--- config.mk ---
export PLATFORM = sky130hd
export DESIGN_NAME = sysrc_controller
export DESIGN_NICKNAME = d
export VERILOG_FILES = /design/src/sysrc_pkg.sv /design/src/sysrc_sync2.sv /design/src/sysrc_min_filter.sv /design/src/sysrc_controller.sv
export SDC_FILE = /design/constraint.sdc
export NUM_CORES = 1
export LEC_CHECK = 0
export ABC_CLOCK_PERIOD_IN_PS = 2600
export BUFFER_PORTS_ARGS = -buffer_cell sky130_fd_sc_hd__clkbuf_2
export CAP_MARGIN = 25
export CORE_MARGIN = 5
export CORE_UTILIZATION = 50
export CTS_BUF_LIST = sky130_fd_sc_hd__clkbuf_4 sky130_fd_sc_hd__clkbuf_8
export CTS_CLUSTER_DIAMETER = 120
export DETAILED_ROUTE_END_ITERATION = 16
export PLACE_DENSITY = 0.82
export SLEW_MARGIN = 20
export SYNTH_ARGS = -nofsm -noshare
export SYNTH_HDL_FRONTEND = slang
export SYNTH_SLANG_ARGS = --single-unit
--- constraint.sdc ---
create_clock -name i_clk_sys -period 2.6 [get_ports i_clk_sys]
set_input_delay 0.52 -clock i_clk_sys [delete_from_list [all_inputs] [get_ports i_clk_sys]]
set_output_delay 0.52 -clock i_clk_sys [all_outputs]
set_load 0.02 [all_outputs]
--- src/sysrc_pkg.sv ---
// Constants, register map and state type for the system reset controller.
// Assumes a 100 MHz system clock and an AXI4-Lite register bus.
package sysrc_pkg;

  localparam int CLK_MHZ = 100;

  // Minimum widths, in ns, and their cycle counts (least times round up)
  localparam int EXT_MIN_PULSE_NS = 1500;
  localparam int BOD_MIN_TIME_NS  = 2000;
  localparam int EXT_MIN_CYC = (EXT_MIN_PULSE_NS * CLK_MHZ + 999) / 1000;
  localparam int BOD_MIN_CYC = (BOD_MIN_TIME_NS * CLK_MHZ + 999) / 1000;

  // Startup timeout choices; the short one is in clocks, the others in us
  localparam int TOUT_SHORT_CYC = 6;
  localparam int TOUT_MED_US    = 4100;
  localparam int TOUT_LONG_US   = 65000;

  localparam int CNT_W  = 24;
  localparam int FILT_W = 16;

  localparam logic [1:0] TSEL_SHORT = 2'h0;
  localparam logic [1:0] TSEL_MED   = 2'h1;

  localparam logic BOD_LEVEL_2V7 = 1'h0;
  localparam logic BOD_LEVEL_4V0 = 1'h1;

  // Register byte addresses
  localparam logic [7:0] ADDR_CAUSE  = 8'h00;
  localparam logic [7:0] ADDR_IRQ_ST = 8'h04;
  localparam logic [7:0] ADDR_IRQ_MK = 8'h08;
  localparam logic [7:0] ADDR_STATE  = 8'h0C;

  // Cause flag and interrupt event positions
  localparam int F_POR  = 0;
  localparam int F_EXT  = 1;
  localparam int F_BOD  = 2;
  localparam int F_WDT  = 3;
  localparam int F_TAP  = 4;
  localparam int F_REL  = 5;
  localparam int NFLAG  = 5;
  localparam int NEVT   = 6;

  localparam logic [NFLAG-1:0] CAUSE_RST = 5'h00;
  localparam logic [NEVT-1:0]  IRQ_RST   = 6'h00;
  localparam logic [1:0] RESP_OKAY   = 2'h0;
  localparam logic [1:0] RESP_SLVERR = 2'h2;

  typedef enum logic [1:0] {ST_HOLD, ST_DELAY, ST_RUN} sysrc_state_e;

endpackage

--- src/sysrc_sync2.sv ---
// Two flip-flop synchroniser for one level.
// Assumes the input is asynchronous to i_clk_sys.
`timescale 1ns/1ps
module sysrc_sync2 #(
  parameter logic RST_VAL = 1'h0
) (
  input  wire logic i_clk_sys,
  input  wire logic i_srst,
  input  wire logic i_d,
  output logic      o_q
);
  logic meta;

  always_ff @(posedge i_clk_sys)
  begin
    if (i_srst)
    begin
      meta <= RST_VAL;
      o_q  <= RST_VAL;
    end
    else
    begin
      meta <= i_d;
      o_q  <= meta;
    end
  end
endmodule // sysrc_sync2

--- src/sysrc_min_filter.sv ---
// Asserts its output only after the input has stood high for i_min_cyc + 1 clocks.
// Assumes a synchronised input; release follows the input at once.
`timescale 1ns/1ps
module sysrc_min_filter (
  input  wire logic                       i_clk_sys,
  input  wire logic                       i_srst,
  input  wire logic                       i_level,
  input  wire logic [sysrc_pkg::FILT_W-1:0] i_min_cyc,
  output logic                            o_level
);
  logic [sysrc_pkg::FILT_W-1:0] cnt;
  logic [sysrc_pkg::FILT_W-1:0] next_cnt;
  logic                         next_level;

  always_comb
  begin
    next_cnt   = cnt;
    next_level = o_level;
    if (!i_level)
    begin
      next_cnt   = '0;
      next_level = 1'h0;
    end
    else if (cnt >= i_min_cyc)
      next_level = 1'h1;
    else
      next_cnt = cnt + 1'h1;
  end

  always_ff @(posedge i_clk_sys)
  begin
    if (i_srst)
    begin
      cnt     <= '0;
      o_level <= 1'h0;
    end
    else
    begin
      cnt     <= next_cnt;
      o_level <= next_level;
    end
  end
endmodule // sysrc_min_filter

--- src/sysrc_controller.sv ---
// System reset controller: combines five reset sources, stretches the
// internal reset with a fuse-selected delay and records reset causes.
// Assumes analog detectors and pins are asynchronous; watchdog is on i_clk_sys.
`timescale 1ns/1ps
module sysrc_controller #(
  parameter int P_TOUT_MED_CYC  = sysrc_pkg::TOUT_MED_US * sysrc_pkg::CLK_MHZ,
  parameter int P_TOUT_LONG_CYC = sysrc_pkg::TOUT_LONG_US * sysrc_pkg::CLK_MHZ
) (
  input  wire logic        i_clk_sys,
  input  wire logic        i_srst,
  input  wire logic        i_supply_valid,
  input  wire logic        i_ext_reset_n,
  input  wire logic        i_wdt_expired,
  input  wire logic        i_wdt_enable,
  input  wire logic        i_brownout_under,
  input  wire logic        i_tap_reset_bit,
  input  wire logic        i_brownout_enable_fuse,
  input  wire logic        i_brownout_level_fuse,
  input  wire logic [1:0]  i_startup_time_fuses,
  output logic             o_io_force_init,
  output logic             o_internal_reset,
  output logic             o_fetch_reset_vector,
  output logic             o_brownout_detector_en,
  output logic             o_brownout_threshold_sel,
  output logic             o_irq,
  input  wire logic [7:0]  s_axi_awaddr,
  input  wire logic        s_axi_awvalid,
  output logic             s_axi_awready,
  input  wire logic [31:0] s_axi_wdata,
  input  wire logic [3:0]  s_axi_wstrb,
  input  wire logic        s_axi_wvalid,
  output logic             s_axi_wready,
  output logic [1:0]       s_axi_bresp,
  output logic             s_axi_bvalid,
  input  wire logic        s_axi_bready,
  input  wire logic [7:0]  s_axi_araddr,
  input  wire logic        s_axi_arvalid,
  output logic             s_axi_arready,
  output logic [31:0]      s_axi_rdata,
  output logic [1:0]       s_axi_rresp,
  output logic             s_axi_rvalid,
  input  wire logic        s_axi_rready
);
  localparam int NF = sysrc_pkg::NFLAG;
  localparam int NE = sysrc_pkg::NEVT;

  logic                        supply_ok_s;
  logic                        ext_low_s;
  logic                        bod_under_s;
  logic                        tap_s;
  logic                        wdt_en_s;
  logic                        bod_en_s;
  logic                        bod_lvl_s;
  logic [1:0]                  tsel_s;
  logic                        ext_active;
  logic                        bod_filt;
  logic                        bod_active;
  logic                        wdt_pulse;
  logic                        next_wdt_pulse;
  logic                        wdt_exp_q;
  logic                        por_q;
  logic                        ext_q;
  logic                        bod_q;
  logic                        tap_q;
  logic                        por_evt;
  logic                        ext_evt;
  logic                        bod_evt;
  logic                        tap_evt;
  logic                        any_src;
  sysrc_pkg::sysrc_state_e     state;
  sysrc_pkg::sysrc_state_e     next_state;
  logic [sysrc_pkg::CNT_W-1:0] cnt;
  logic [sysrc_pkg::CNT_W-1:0] next_cnt;
  logic [sysrc_pkg::CNT_W-1:0] tout_cyc;
  logic                        hold;
  logic                        next_hold;
  logic                        fetch;
  logic                        next_fetch;
  logic [NF-1:0]               cause;
  logic [NF-1:0]               next_cause;
  logic [NE-1:0]               irq_st;
  logic [NE-1:0]               next_irq_st;
  logic [NE-1:0]               irq_mk;
  logic [NE-1:0]               next_irq_mk;
  logic [NE-1:0]               evt;
  logic                        aw_have;
  logic                        w_have;
  logic [7:0]                  aw_addr;
  logic [31:0]                 w_data;
  logic                        w_lane0;
  logic                        do_write;
  logic                        aw_ok;
  logic                        next_aw_have;
  logic                        next_w_have;
  logic [7:0]                  next_aw_addr;
  logic [31:0]                 next_w_data;
  logic                        next_w_lane0;
  logic                        next_bvalid;
  logic [1:0]                  next_bresp;
  logic                        next_rvalid;
  logic [31:0]                 next_rdata;
  logic [1:0]                  next_rresp;
  logic                        wr_cause;
  logic                        wr_irq_st;
  logic                        wr_irq_mk;

  // Pin and detector levels cross into the clock domain
  sysrc_sync2 #(.RST_VAL(1'h0)) u_sync_por (.i_clk_sys(i_clk_sys), .i_srst(i_srst),
    .i_d(i_supply_valid), .o_q(supply_ok_s));
  sysrc_sync2 #(.RST_VAL(1'h0)) u_sync_ext (.i_clk_sys(i_clk_sys), .i_srst(i_srst),
    .i_d(!i_ext_reset_n), .o_q(ext_low_s));
  sysrc_sync2 #(.RST_VAL(1'h0)) u_sync_bod (.i_clk_sys(i_clk_sys), .i_srst(i_srst),
    .i_d(i_brownout_under), .o_q(bod_under_s));
  sysrc_sync2 #(.RST_VAL(1'h0)) u_sync_tap (.i_clk_sys(i_clk_sys), .i_srst(i_srst),
    .i_d(i_tap_reset_bit), .o_q(tap_s));
  sysrc_sync2 #(.RST_VAL(1'h0)) u_sync_wen (.i_clk_sys(i_clk_sys), .i_srst(i_srst),
    .i_d(i_wdt_enable), .o_q(wdt_en_s));
  sysrc_sync2 #(.RST_VAL(1'h0)) u_sync_ben (.i_clk_sys(i_clk_sys), .i_srst(i_srst),
    .i_d(i_brownout_enable_fuse), .o_q(bod_en_s));
  sysrc_sync2 #(.RST_VAL(1'h0)) u_sync_blv (.i_clk_sys(i_clk_sys), .i_srst(i_srst),
    .i_d(i_brownout_level_fuse), .o_q(bod_lvl_s));
  sysrc_sync2 #(.RST_VAL(1'h0)) u_sync_su0 (.i_clk_sys(i_clk_sys), .i_srst(i_srst),
    .i_d(i_startup_time_fuses[0]), .o_q(tsel_s[0]));
  sysrc_sync2 #(.RST_VAL(1'h0)) u_sync_su1 (.i_clk_sys(i_clk_sys), .i_srst(i_srst),
    .i_d(i_startup_time_fuses[1]), .o_q(tsel_s[1]));

  // Glitch filters on the pin and on the brown-out comparator
  sysrc_min_filter u_filt_ext (
    .i_clk_sys (i_clk_sys),
    .i_srst    (i_srst),
    .i_level   (ext_low_s),
    .i_min_cyc (sysrc_pkg::FILT_W'(sysrc_pkg::EXT_MIN_CYC)),
    .o_level   (ext_active)
  );
  sysrc_min_filter u_filt_bod (
    .i_clk_sys (i_clk_sys),
    .i_srst    (i_srst),
    .i_level   (bod_under_s),
    .i_min_cyc (sysrc_pkg::FILT_W'(sysrc_pkg::BOD_MIN_CYC)),
    .o_level   (bod_filt)
  );

  assign bod_active = bod_filt && bod_en_s;
  assign o_brownout_detector_en   = bod_en_s;
  assign o_brownout_threshold_sel = bod_lvl_s ? sysrc_pkg::BOD_LEVEL_4V0
                                              : sysrc_pkg::BOD_LEVEL_2V7;

  // One-cycle watchdog pulse on the rising edge of an enabled expiry
  assign next_wdt_pulse = i_wdt_expired && !wdt_exp_q && wdt_en_s;

  assign any_src = !supply_ok_s || ext_active || bod_active || wdt_pulse || tap_s;
  assign por_evt = !supply_ok_s && por_q;
  assign ext_evt = ext_active && !ext_q;
  assign bod_evt = bod_active && !bod_q;
  assign tap_evt = tap_s && !tap_q;

  // Clockless path to the port pins and, on supply loss, to the internal reset assertion
  assign o_io_force_init  = !i_supply_valid || !i_ext_reset_n || hold
                            || i_tap_reset_bit;
  assign o_internal_reset = hold || !i_supply_valid;
  assign o_fetch_reset_vector = fetch;

  always_comb
  begin
    case (tsel_s)
      sysrc_pkg::TSEL_SHORT: tout_cyc = sysrc_pkg::CNT_W'(sysrc_pkg::TOUT_SHORT_CYC);
      sysrc_pkg::TSEL_MED:   tout_cyc = sysrc_pkg::CNT_W'(P_TOUT_MED_CYC);
      default:              tout_cyc = sysrc_pkg::CNT_W'(P_TOUT_LONG_CYC);
    endcase
  end

  // Reset sequencing
  always_comb
  begin
    next_state = state;
    next_cnt   = cnt;
    next_fetch = 1'h0;
    case (state)
      sysrc_pkg::ST_HOLD:
      begin
        if (!any_src)
        begin
          next_state = sysrc_pkg::ST_DELAY;
          next_cnt   = tout_cyc;
        end
      end
      sysrc_pkg::ST_DELAY:
      begin
        if (any_src)
          next_state = sysrc_pkg::ST_HOLD;
        else if (cnt <= sysrc_pkg::CNT_W'(1))
        begin
          next_state = sysrc_pkg::ST_RUN;
          next_fetch = 1'h1;
        end
        else
          next_cnt = cnt - 1'h1;
      end
      sysrc_pkg::ST_RUN:
      begin
        if (any_src)
          next_state = sysrc_pkg::ST_HOLD;
      end
      default:
        next_state = sysrc_pkg::ST_HOLD;
    endcase
    next_hold = (next_state != sysrc_pkg::ST_RUN);
  end

  always_ff @(posedge i_clk_sys)
  begin
    if (i_srst)
    begin
      state     <= sysrc_pkg::ST_HOLD;
      cnt       <= '0;
      hold      <= 1'h1;
      fetch     <= 1'h0;
      wdt_pulse <= 1'h0;
      wdt_exp_q <= 1'h0;
      por_q     <= 1'h1;
      ext_q     <= 1'h0;
      bod_q     <= 1'h0;
      tap_q     <= 1'h0;
    end
    else
    begin
      state     <= next_state;
      cnt       <= next_cnt;
      hold      <= next_hold;
      fetch     <= next_fetch;
      wdt_pulse <= next_wdt_pulse;
      wdt_exp_q <= i_wdt_expired;
      por_q     <= supply_ok_s;
      ext_q     <= ext_active;
      bod_q     <= bod_active;
      tap_q     <= tap_s;
    end
  end

  // Cause flags, interrupts and bus slave
  assign aw_ok     = aw_have && w_have;
  assign do_write  = aw_ok && !s_axi_bvalid;
  assign wr_cause  = do_write && w_lane0 && (aw_addr == sysrc_pkg::ADDR_CAUSE);
  assign wr_irq_st = do_write && w_lane0 && (aw_addr == sysrc_pkg::ADDR_IRQ_ST);
  assign wr_irq_mk = do_write && w_lane0 && (aw_addr == sysrc_pkg::ADDR_IRQ_MK);
  assign evt = {fetch, tap_evt, wdt_pulse, bod_evt, ext_evt, por_evt};
  assign s_axi_awready = !aw_have;
  assign s_axi_wready  = !w_have;
  assign s_axi_arready = !s_axi_rvalid;
  assign o_irq = |(irq_st & irq_mk);

  always_comb
  begin
    next_cause = cause;
    if (wr_cause)
      next_cause = cause & w_data[NF-1:0];
    if (por_evt)
      next_cause[sysrc_pkg::F_WDT:sysrc_pkg::F_EXT] = '0;
    if (bod_evt)
      next_cause[sysrc_pkg::F_TAP] = 1'h0;
    if (por_evt)
      next_cause[sysrc_pkg::F_POR] = 1'h1;
    if (ext_evt)
      next_cause[sysrc_pkg::F_EXT] = 1'h1;
    if (bod_evt)
      next_cause[sysrc_pkg::F_BOD] = 1'h1;
    if (wdt_pulse)
      next_cause[sysrc_pkg::F_WDT] = 1'h1;
    if (tap_evt)
      next_cause[sysrc_pkg::F_TAP] = 1'h1;
    next_irq_st = (wr_irq_st ? (irq_st & ~w_data[NE-1:0]) : irq_st) | evt;
    next_irq_mk = wr_irq_mk ? w_data[NE-1:0] : irq_mk;
  end

  always_comb
  begin
    next_aw_have = aw_have;
    next_aw_addr = aw_addr;
    next_w_have  = w_have;
    next_w_data  = w_data;
    next_w_lane0 = w_lane0;
    next_bvalid  = s_axi_bvalid && !s_axi_bready;
    next_bresp   = s_axi_bresp;
    next_rvalid  = s_axi_rvalid && !s_axi_rready;
    next_rdata   = s_axi_rdata;
    next_rresp   = s_axi_rresp;
    if (s_axi_awvalid && s_axi_awready)
    begin
      next_aw_have = 1'h1;
      next_aw_addr = s_axi_awaddr;
    end
    if (s_axi_wvalid && s_axi_wready)
    begin
      next_w_have  = 1'h1;
      next_w_data  = s_axi_wdata;
      next_w_lane0 = s_axi_wstrb[0];
    end
    if (do_write)
    begin
      next_aw_have = 1'h0;
      next_w_have  = 1'h0;
      next_bvalid  = 1'h1;
      next_bresp   = (aw_addr == sysrc_pkg::ADDR_CAUSE || aw_addr == sysrc_pkg::ADDR_IRQ_ST
                     || aw_addr == sysrc_pkg::ADDR_IRQ_MK || aw_addr == sysrc_pkg::ADDR_STATE)
                     ? sysrc_pkg::RESP_OKAY : sysrc_pkg::RESP_SLVERR;
    end
    if (s_axi_arvalid && s_axi_arready)
    begin
      next_rvalid = 1'h1;
      next_rresp  = sysrc_pkg::RESP_OKAY;
      next_rdata  = '0;
      case (s_axi_araddr)
        sysrc_pkg::ADDR_CAUSE:  next_rdata[NF-1:0] = cause;
        sysrc_pkg::ADDR_IRQ_ST: next_rdata[NE-1:0] = irq_st;
        sysrc_pkg::ADDR_IRQ_MK: next_rdata[NE-1:0] = irq_mk;
        sysrc_pkg::ADDR_STATE:  next_rdata[7:0] = {bod_lvl_s, bod_en_s, tsel_s,
                                                   1'h0, any_src, hold, fetch};
        default:                next_rresp = sysrc_pkg::RESP_SLVERR;
      endcase
    end
  end

  always_ff @(posedge i_clk_sys)
  begin
    if (i_srst)
    begin
      cause        <= sysrc_pkg::CAUSE_RST;
      irq_st       <= sysrc_pkg::IRQ_RST;
      irq_mk       <= sysrc_pkg::IRQ_RST;
      aw_have      <= 1'h0;
      aw_addr      <= '0;
      w_have       <= 1'h0;
      w_data       <= '0;
      w_lane0      <= 1'h0;
      s_axi_bvalid <= 1'h0;
      s_axi_bresp  <= sysrc_pkg::RESP_OKAY;
      s_axi_rvalid <= 1'h0;
      s_axi_rdata  <= '0;
      s_axi_rresp  <= sysrc_pkg::RESP_OKAY;
    end
    else
    begin
      cause        <= next_cause;
      irq_st       <= next_irq_st;
      irq_mk       <= next_irq_mk;
      aw_have      <= next_aw_have;
      aw_addr      <= next_aw_addr;
      w_have       <= next_w_have;
      w_data       <= next_w_data;
      w_lane0      <= next_w_lane0;
      s_axi_bvalid <= next_bvalid;
      s_axi_bresp  <= next_bresp;
      s_axi_rvalid <= next_rvalid;
      s_axi_rdata  <= next_rdata;
      s_axi_rresp  <= next_rresp;
    end
  end
endmodule // sysrc_controller

### Word-level counts from Yosys, hierarchy flattened

Index checks and enable logic that the tools add are counted.

* register bits: 134
* bits in latches: 0
* memory bits (writable): 0
* ROM bits: 0
* output and inout port bits: 47
* logic and storage cells: 163
* memories kept: 0

* $add $sub $neg: 3
* multiply operators: 0
* divide/modulo/power cells: 0
* order comparisons: 3
* equal/unequal tests: 13
* shifts and indexed selects: 0
* muxes and demuxes: 28
* bitwise operators: 8
* reductions and logical operators: 59

Operator list (count)
* $mux W24: 3
* $pmux W24 S2: 1
* $pmux W23 S2: 1
* $add A16 B1 Y16 const B: 2
* $eq A8 B4 Y1 const B: 4
* $ge A16 B8 Y1 const B: 2
* $le A24 B1 Y1 const B: 1
* $sub A24 B1 Y24 const B: 1
* $pmux W5 S4: 1
* $logic_and A1 B1 Y1: 18
* $eq A8 B3 Y1 const B: 2
* $logic_not A8 Y1: 2
* $mux W2: 7
* $logic_not A1 Y1: 13
* $and A6 B6 Y6: 2
* $reduce_bool A3 Y1: 4
* $logic_or A1 B1 Y1: 11
* $mux W1: 10
* $ne A2 B2 Y1 const B: 4
* $mux W6: 1
* $not A6 Y6: 1
* $or A6 B6 Y6: 1
* $pmux W2 S3: 1
* $reduce_or A2 Y1: 3
* other kinds (13): 18

### Depth between registers and ports, before layout

* word-level depth: 8
* depth in mapped cells: 8

### Cells and area by module

A second synthesis with hierarchy kept.

* cells, all modules: 809
* area, all modules: 7031.7 um^2

Modules (own cells, without submodules)
* sysrc_controller: instances 1, cells each 455, area an instance 3923.8 um^2
* sysrc_min_filter: instances 2, cells each 159, area an instance 1317.5 um^2
* sysrc_sync2: instances 9, cells each 4, area an instance 52.6 um^2

### Least setup slack after synthesis

No wires, ideal clock.

* path type: register to register
* from: reg cnt[5] (netlist name)
* to: reg cnt[21] (netlist name)
* library setup time: 0.070 ns
* arrival time: 2.044 ns
* required time: 2.530 ns
* setup slack: 0.486 ns
* cell stages (with the launch flop): 7
* period minus slack after synthesis: 2.114 ns
* cell sequence: dfxtp_1 -> or4_1 -> buf_2 -> or3_4 -> or4_1 -> a32o_1 -> a21oi_1

* word-level cells in the longest chain between the ends: 4

Ends and longest elaborated chain
* from (decl): line sysrc_controller.sv:72 `logic [sysrc_pkg::CNT_W-1:0] cnt;`
* from (signal assigned): line sysrc_controller.sv:228 `cnt <= next_cnt;`
* $sub A24 B1 Y24: line sysrc_controller.sv:197 `next_cnt = cnt - 1'h1;`
* $mux W24: line sysrc_controller.sv:191 `else if (cnt <= sysrc_pkg::CNT_W'(1))`
* $mux W24: line sysrc_controller.sv:189 `if (any_src)`
* $pmux W24 S2: line sysrc_controller.sv:178 `case (state)`

Parallel ways exist; a longest one is shown, timed or not. The select of a mux whose other input is x is not followed.
A chain may end at the register's enable or synchronous reset.

### Final worst setup path

* from: reg u_filt_ext.o_level
* to: reg cnt[19] (netlist name)

* word-level cells in the longest chain between the ends: 6

Ends and longest elaborated chain
* from (decl): line sysrc_min_filter.sv:9 `output logic o_level`
* from (signal assigned): line sysrc_min_filter.sv:40 `o_level <= next_level;`
* $logic_or A1 B1 Y1 (*) (4 in a row): line sysrc_controller.sv:151 `assign any_src = !supply_ok_s || ext_active || bod_active || wdt_pulse || tap_s;`
* $ne A2 B2 Y1 (no line)
* $reduce_and A4 Y1 (no line) (*)

Every way passes the cells marked *; elsewhere a longest branch is shown, timed or not.

==> impl_metrics.yaml <==
sta:
  report.final.slew_viol_count: 0
  rsz0062_at_grt: "no"
  clock.fmax_mhz: 427
  hold_viol: 0
  setup_violations: 0
  fin_crit_ns: 2.34
  worst_slack_ns: 0.257
  holdWs_ns: 0.241
  period_share_pct: 90.1
  finalSetupTns_ns: 0
  worst_slew_pin_slew_ns: 0.657
  timing.slew.headroom_pct: 55.8
  clock_skew_ns: 0.0131
power:
  totalPowerFinal_uw: 4480
  power_density_nw_per_um2: 696
  p_leak_uw: 0.00260
  vdd_drop_max_mv: 0.471
drt:
  wl_per_cell_um: 15.1
  dr_total_vias: 4737
  drc: 0
  drt_pass1_iterations: 5
  drt_iter0_markers: 400
  drtAntennaViolNets: 0
  via_per_inst: 5.64
  drt_wl_total_um: 12700
logic_synthesis:
  async_flop_share_pct: 0
  synth_area_um2: 5610
  synth_ff_type: "dfxtp_1"
  synth.yosys.seq_area_share_pct: 47.1
  synth_cell_types: 53
  synth_seq_cells: 132
  ys_warn_count: 0
  synth_edf_count: 0
  syn_area_per_cell_um2: 9.03
  synth_cells: 621
placement:
  gp_congestion: 0.897
  place.port_buffers: 60
  dp_slack_ns: 0.236
  dpl.hpwl_um: 8820
clock_tree:
  cts-root-buf: "clkbuf_8"
  cts_max_level: 4
  clk_pin_slew_ns: 0.08
  ctsHoldBuffers: 0
  ctsResizeCount: 0
  clk_latency_ns: 0.44
  post_cts_buffers: 0
  numCtsBuffers: 17
  cts_tree: "yes"
  clock_path_buffers: 2
  cts_sinks: 132
finish:
  fill_cells: 895
  final_layout_size_suffix_gt1_share_pct: 17.7
  num_antenna_cells: 0
  mostFrequentLayoutCells: "132 x dfxtp_1, 85 x nor2_1, 60 x clkbuf_2, 46 x a21oi_1"
  area_delta_synth_final_pct: 14.8
  final_common_cell: "dfxtp_1"
  nets: 762
outcome:
  status: "complete, no violations"
global_route:
  grt_pass1_vias: 4607
  antenna_found_initial: 0
  grt.total_usage_pct: 19.7
  grt_max_degree: 67
  gr-total-overflow: 0
  grt_pass1_wl_um: 21200
floorplan:
  ios: 116
  dieArea_um2: 13400
  initial_utilization_pct: 51.3
  die_y_um: 116
  die_x_um: 116
  coreArea_um2: 10900
  num_rows: 38
setup_path:
  critPathKind: "register to register"
  critPathRequiredTime_ns: 2.98
  end_kind: "register"
  crit_fanout: 9
  start_kind: "register"
  critPathArrivalTime_ns: 2.72
run:
  maxCapViolations: 0
min_path:
  min_path_type: "primary input to register"
## cell type report
cell class / instances / area (um^2) / share of cell area, %
repair buffers: 73 / 410 / 6.38
clock buffers: 20 / 269 / 4.18
clock inverters: 12 / 176 / 2.74
flip-flops and latches: 132 / 2640 / 41.0
inverters: 18 / 67.6 / 1.05
well taps: 140 / 175 / 2.72
multi-input cells: 445 / 2700 / 41.9
## cells in the mapped netlist, drive strengths merged, types with 4 or more instances
master,count,area [um^2]
nand2b,9,56.3
and2,19,119
o21ai,28,140
or4,6,45.0
a22oi,9,67.6
mux2i,19,190
xnor2,11,96.3
mux4,4,90.1
and3,5,31.3
buf,36,238
dfxtp,132,2640
or3,5,36.3
ha,6,75.1
a31oi,7,43.8
nand4,7,43.8
nor4,18,125
nand2,24,90.1
o211ai,8,60.1
clkbuf,15,56.3
inv,18,67.6
a211oi,9,67.6
nor2b,26,163
nand3,8,40.0
or2,5,31.3
a21oi,46,230
o31ai,4,30.0
nor3,15,86.3
nor2,85,319
o21a,4,30.0
xor2,5,43.8
## flip-flops by register name, indices dropped and copies added (netlist names), 2 cells and up
signal,flops
s_axi_rdata,8
aw_addr,8
irq_mk,6
irq_st,6
w_data,6
state,2
cnt,24
u_filt_ext.cnt,16
cause,5
u_filt_bod.cnt,16
## worst max-delay path: stages (launching register included)
cell and delay (ns):
dfxtp_1 0.34, or4b_1 0.66, nor3_4 0.31, o21ai_1 0.17, buf_4 0.19, or4_1 0.48, a21oi_1 0.14
## through the flow
| stage | utilization (%) | instance area [um^2] | instances |
|---|---|---|---|
| floorplan | - | 5700 | 646 |
| global placement | 54.8 | 5990 | 808 |
| detailed placement | 54.8 | 5990 | 808 |
| finish | 58.9 | 6440 | 840 |
| global route | 58.9 | 6440 | 840 |
| CTS | 58.9 | 6440 | 840 |
## logic make-up (layout without fill, tap and decap cells)
kind of cell | after synthesis | in the layout | share of synthesized area, %
flip-flops | 132 | 132 | 47.1
other | 1 | 26 | 0.0669
AND/OR/NAND/NOR | 246 | 246 | 23.3
XOR/XNOR | 16 | 16 | 2.50
buffers and inverters | 69 | 123 | 6.45
multiplexers | 26 | 26 | 5.60
adder cells (fa/ha/maj) | 6 | 6 | 1.34
AO/OA/AOI/OAI | 125 | 125 | 13.6
## final timing paths
path | endpoint | slack (ns) | depth (start not counted) | startpoint
max | cnt[19]$_SDFFE_PP0P_ | 0.26 | 6 | u_filt_ext.o_level$_SDFFE_PP0P_
max reg2reg | cnt[19]$_SDFFE_PP0P_ | 0.26 | 6 | u_filt_ext.o_level$_SDFFE_PP0P_
min reg2reg | u_sync_su0.o_q$_SDFF_PP0_ | 0.43 | 1 | u_sync_su0.meta$_SDFF_PP0_
min | u_sync_ext.meta$_SDFF_PP0_ | 0.24 | 2 | i_ext_reset_n
## routing by layer
layer  global-route usage, %  part of all wire [%]
met1                    25.1                    42
met2                    31.4                    48
met3                    6.48                   8.4
met4                    7.35                   1.4
met5                       0                     0
## power breakdown
group          internal [uW]  switching (uW)  total [uW]
logic                    165             277         442
clock network           1110             804        1910
registers               2080            49.2        2130
Note: power is estimated with default switching activity, not from simulation.
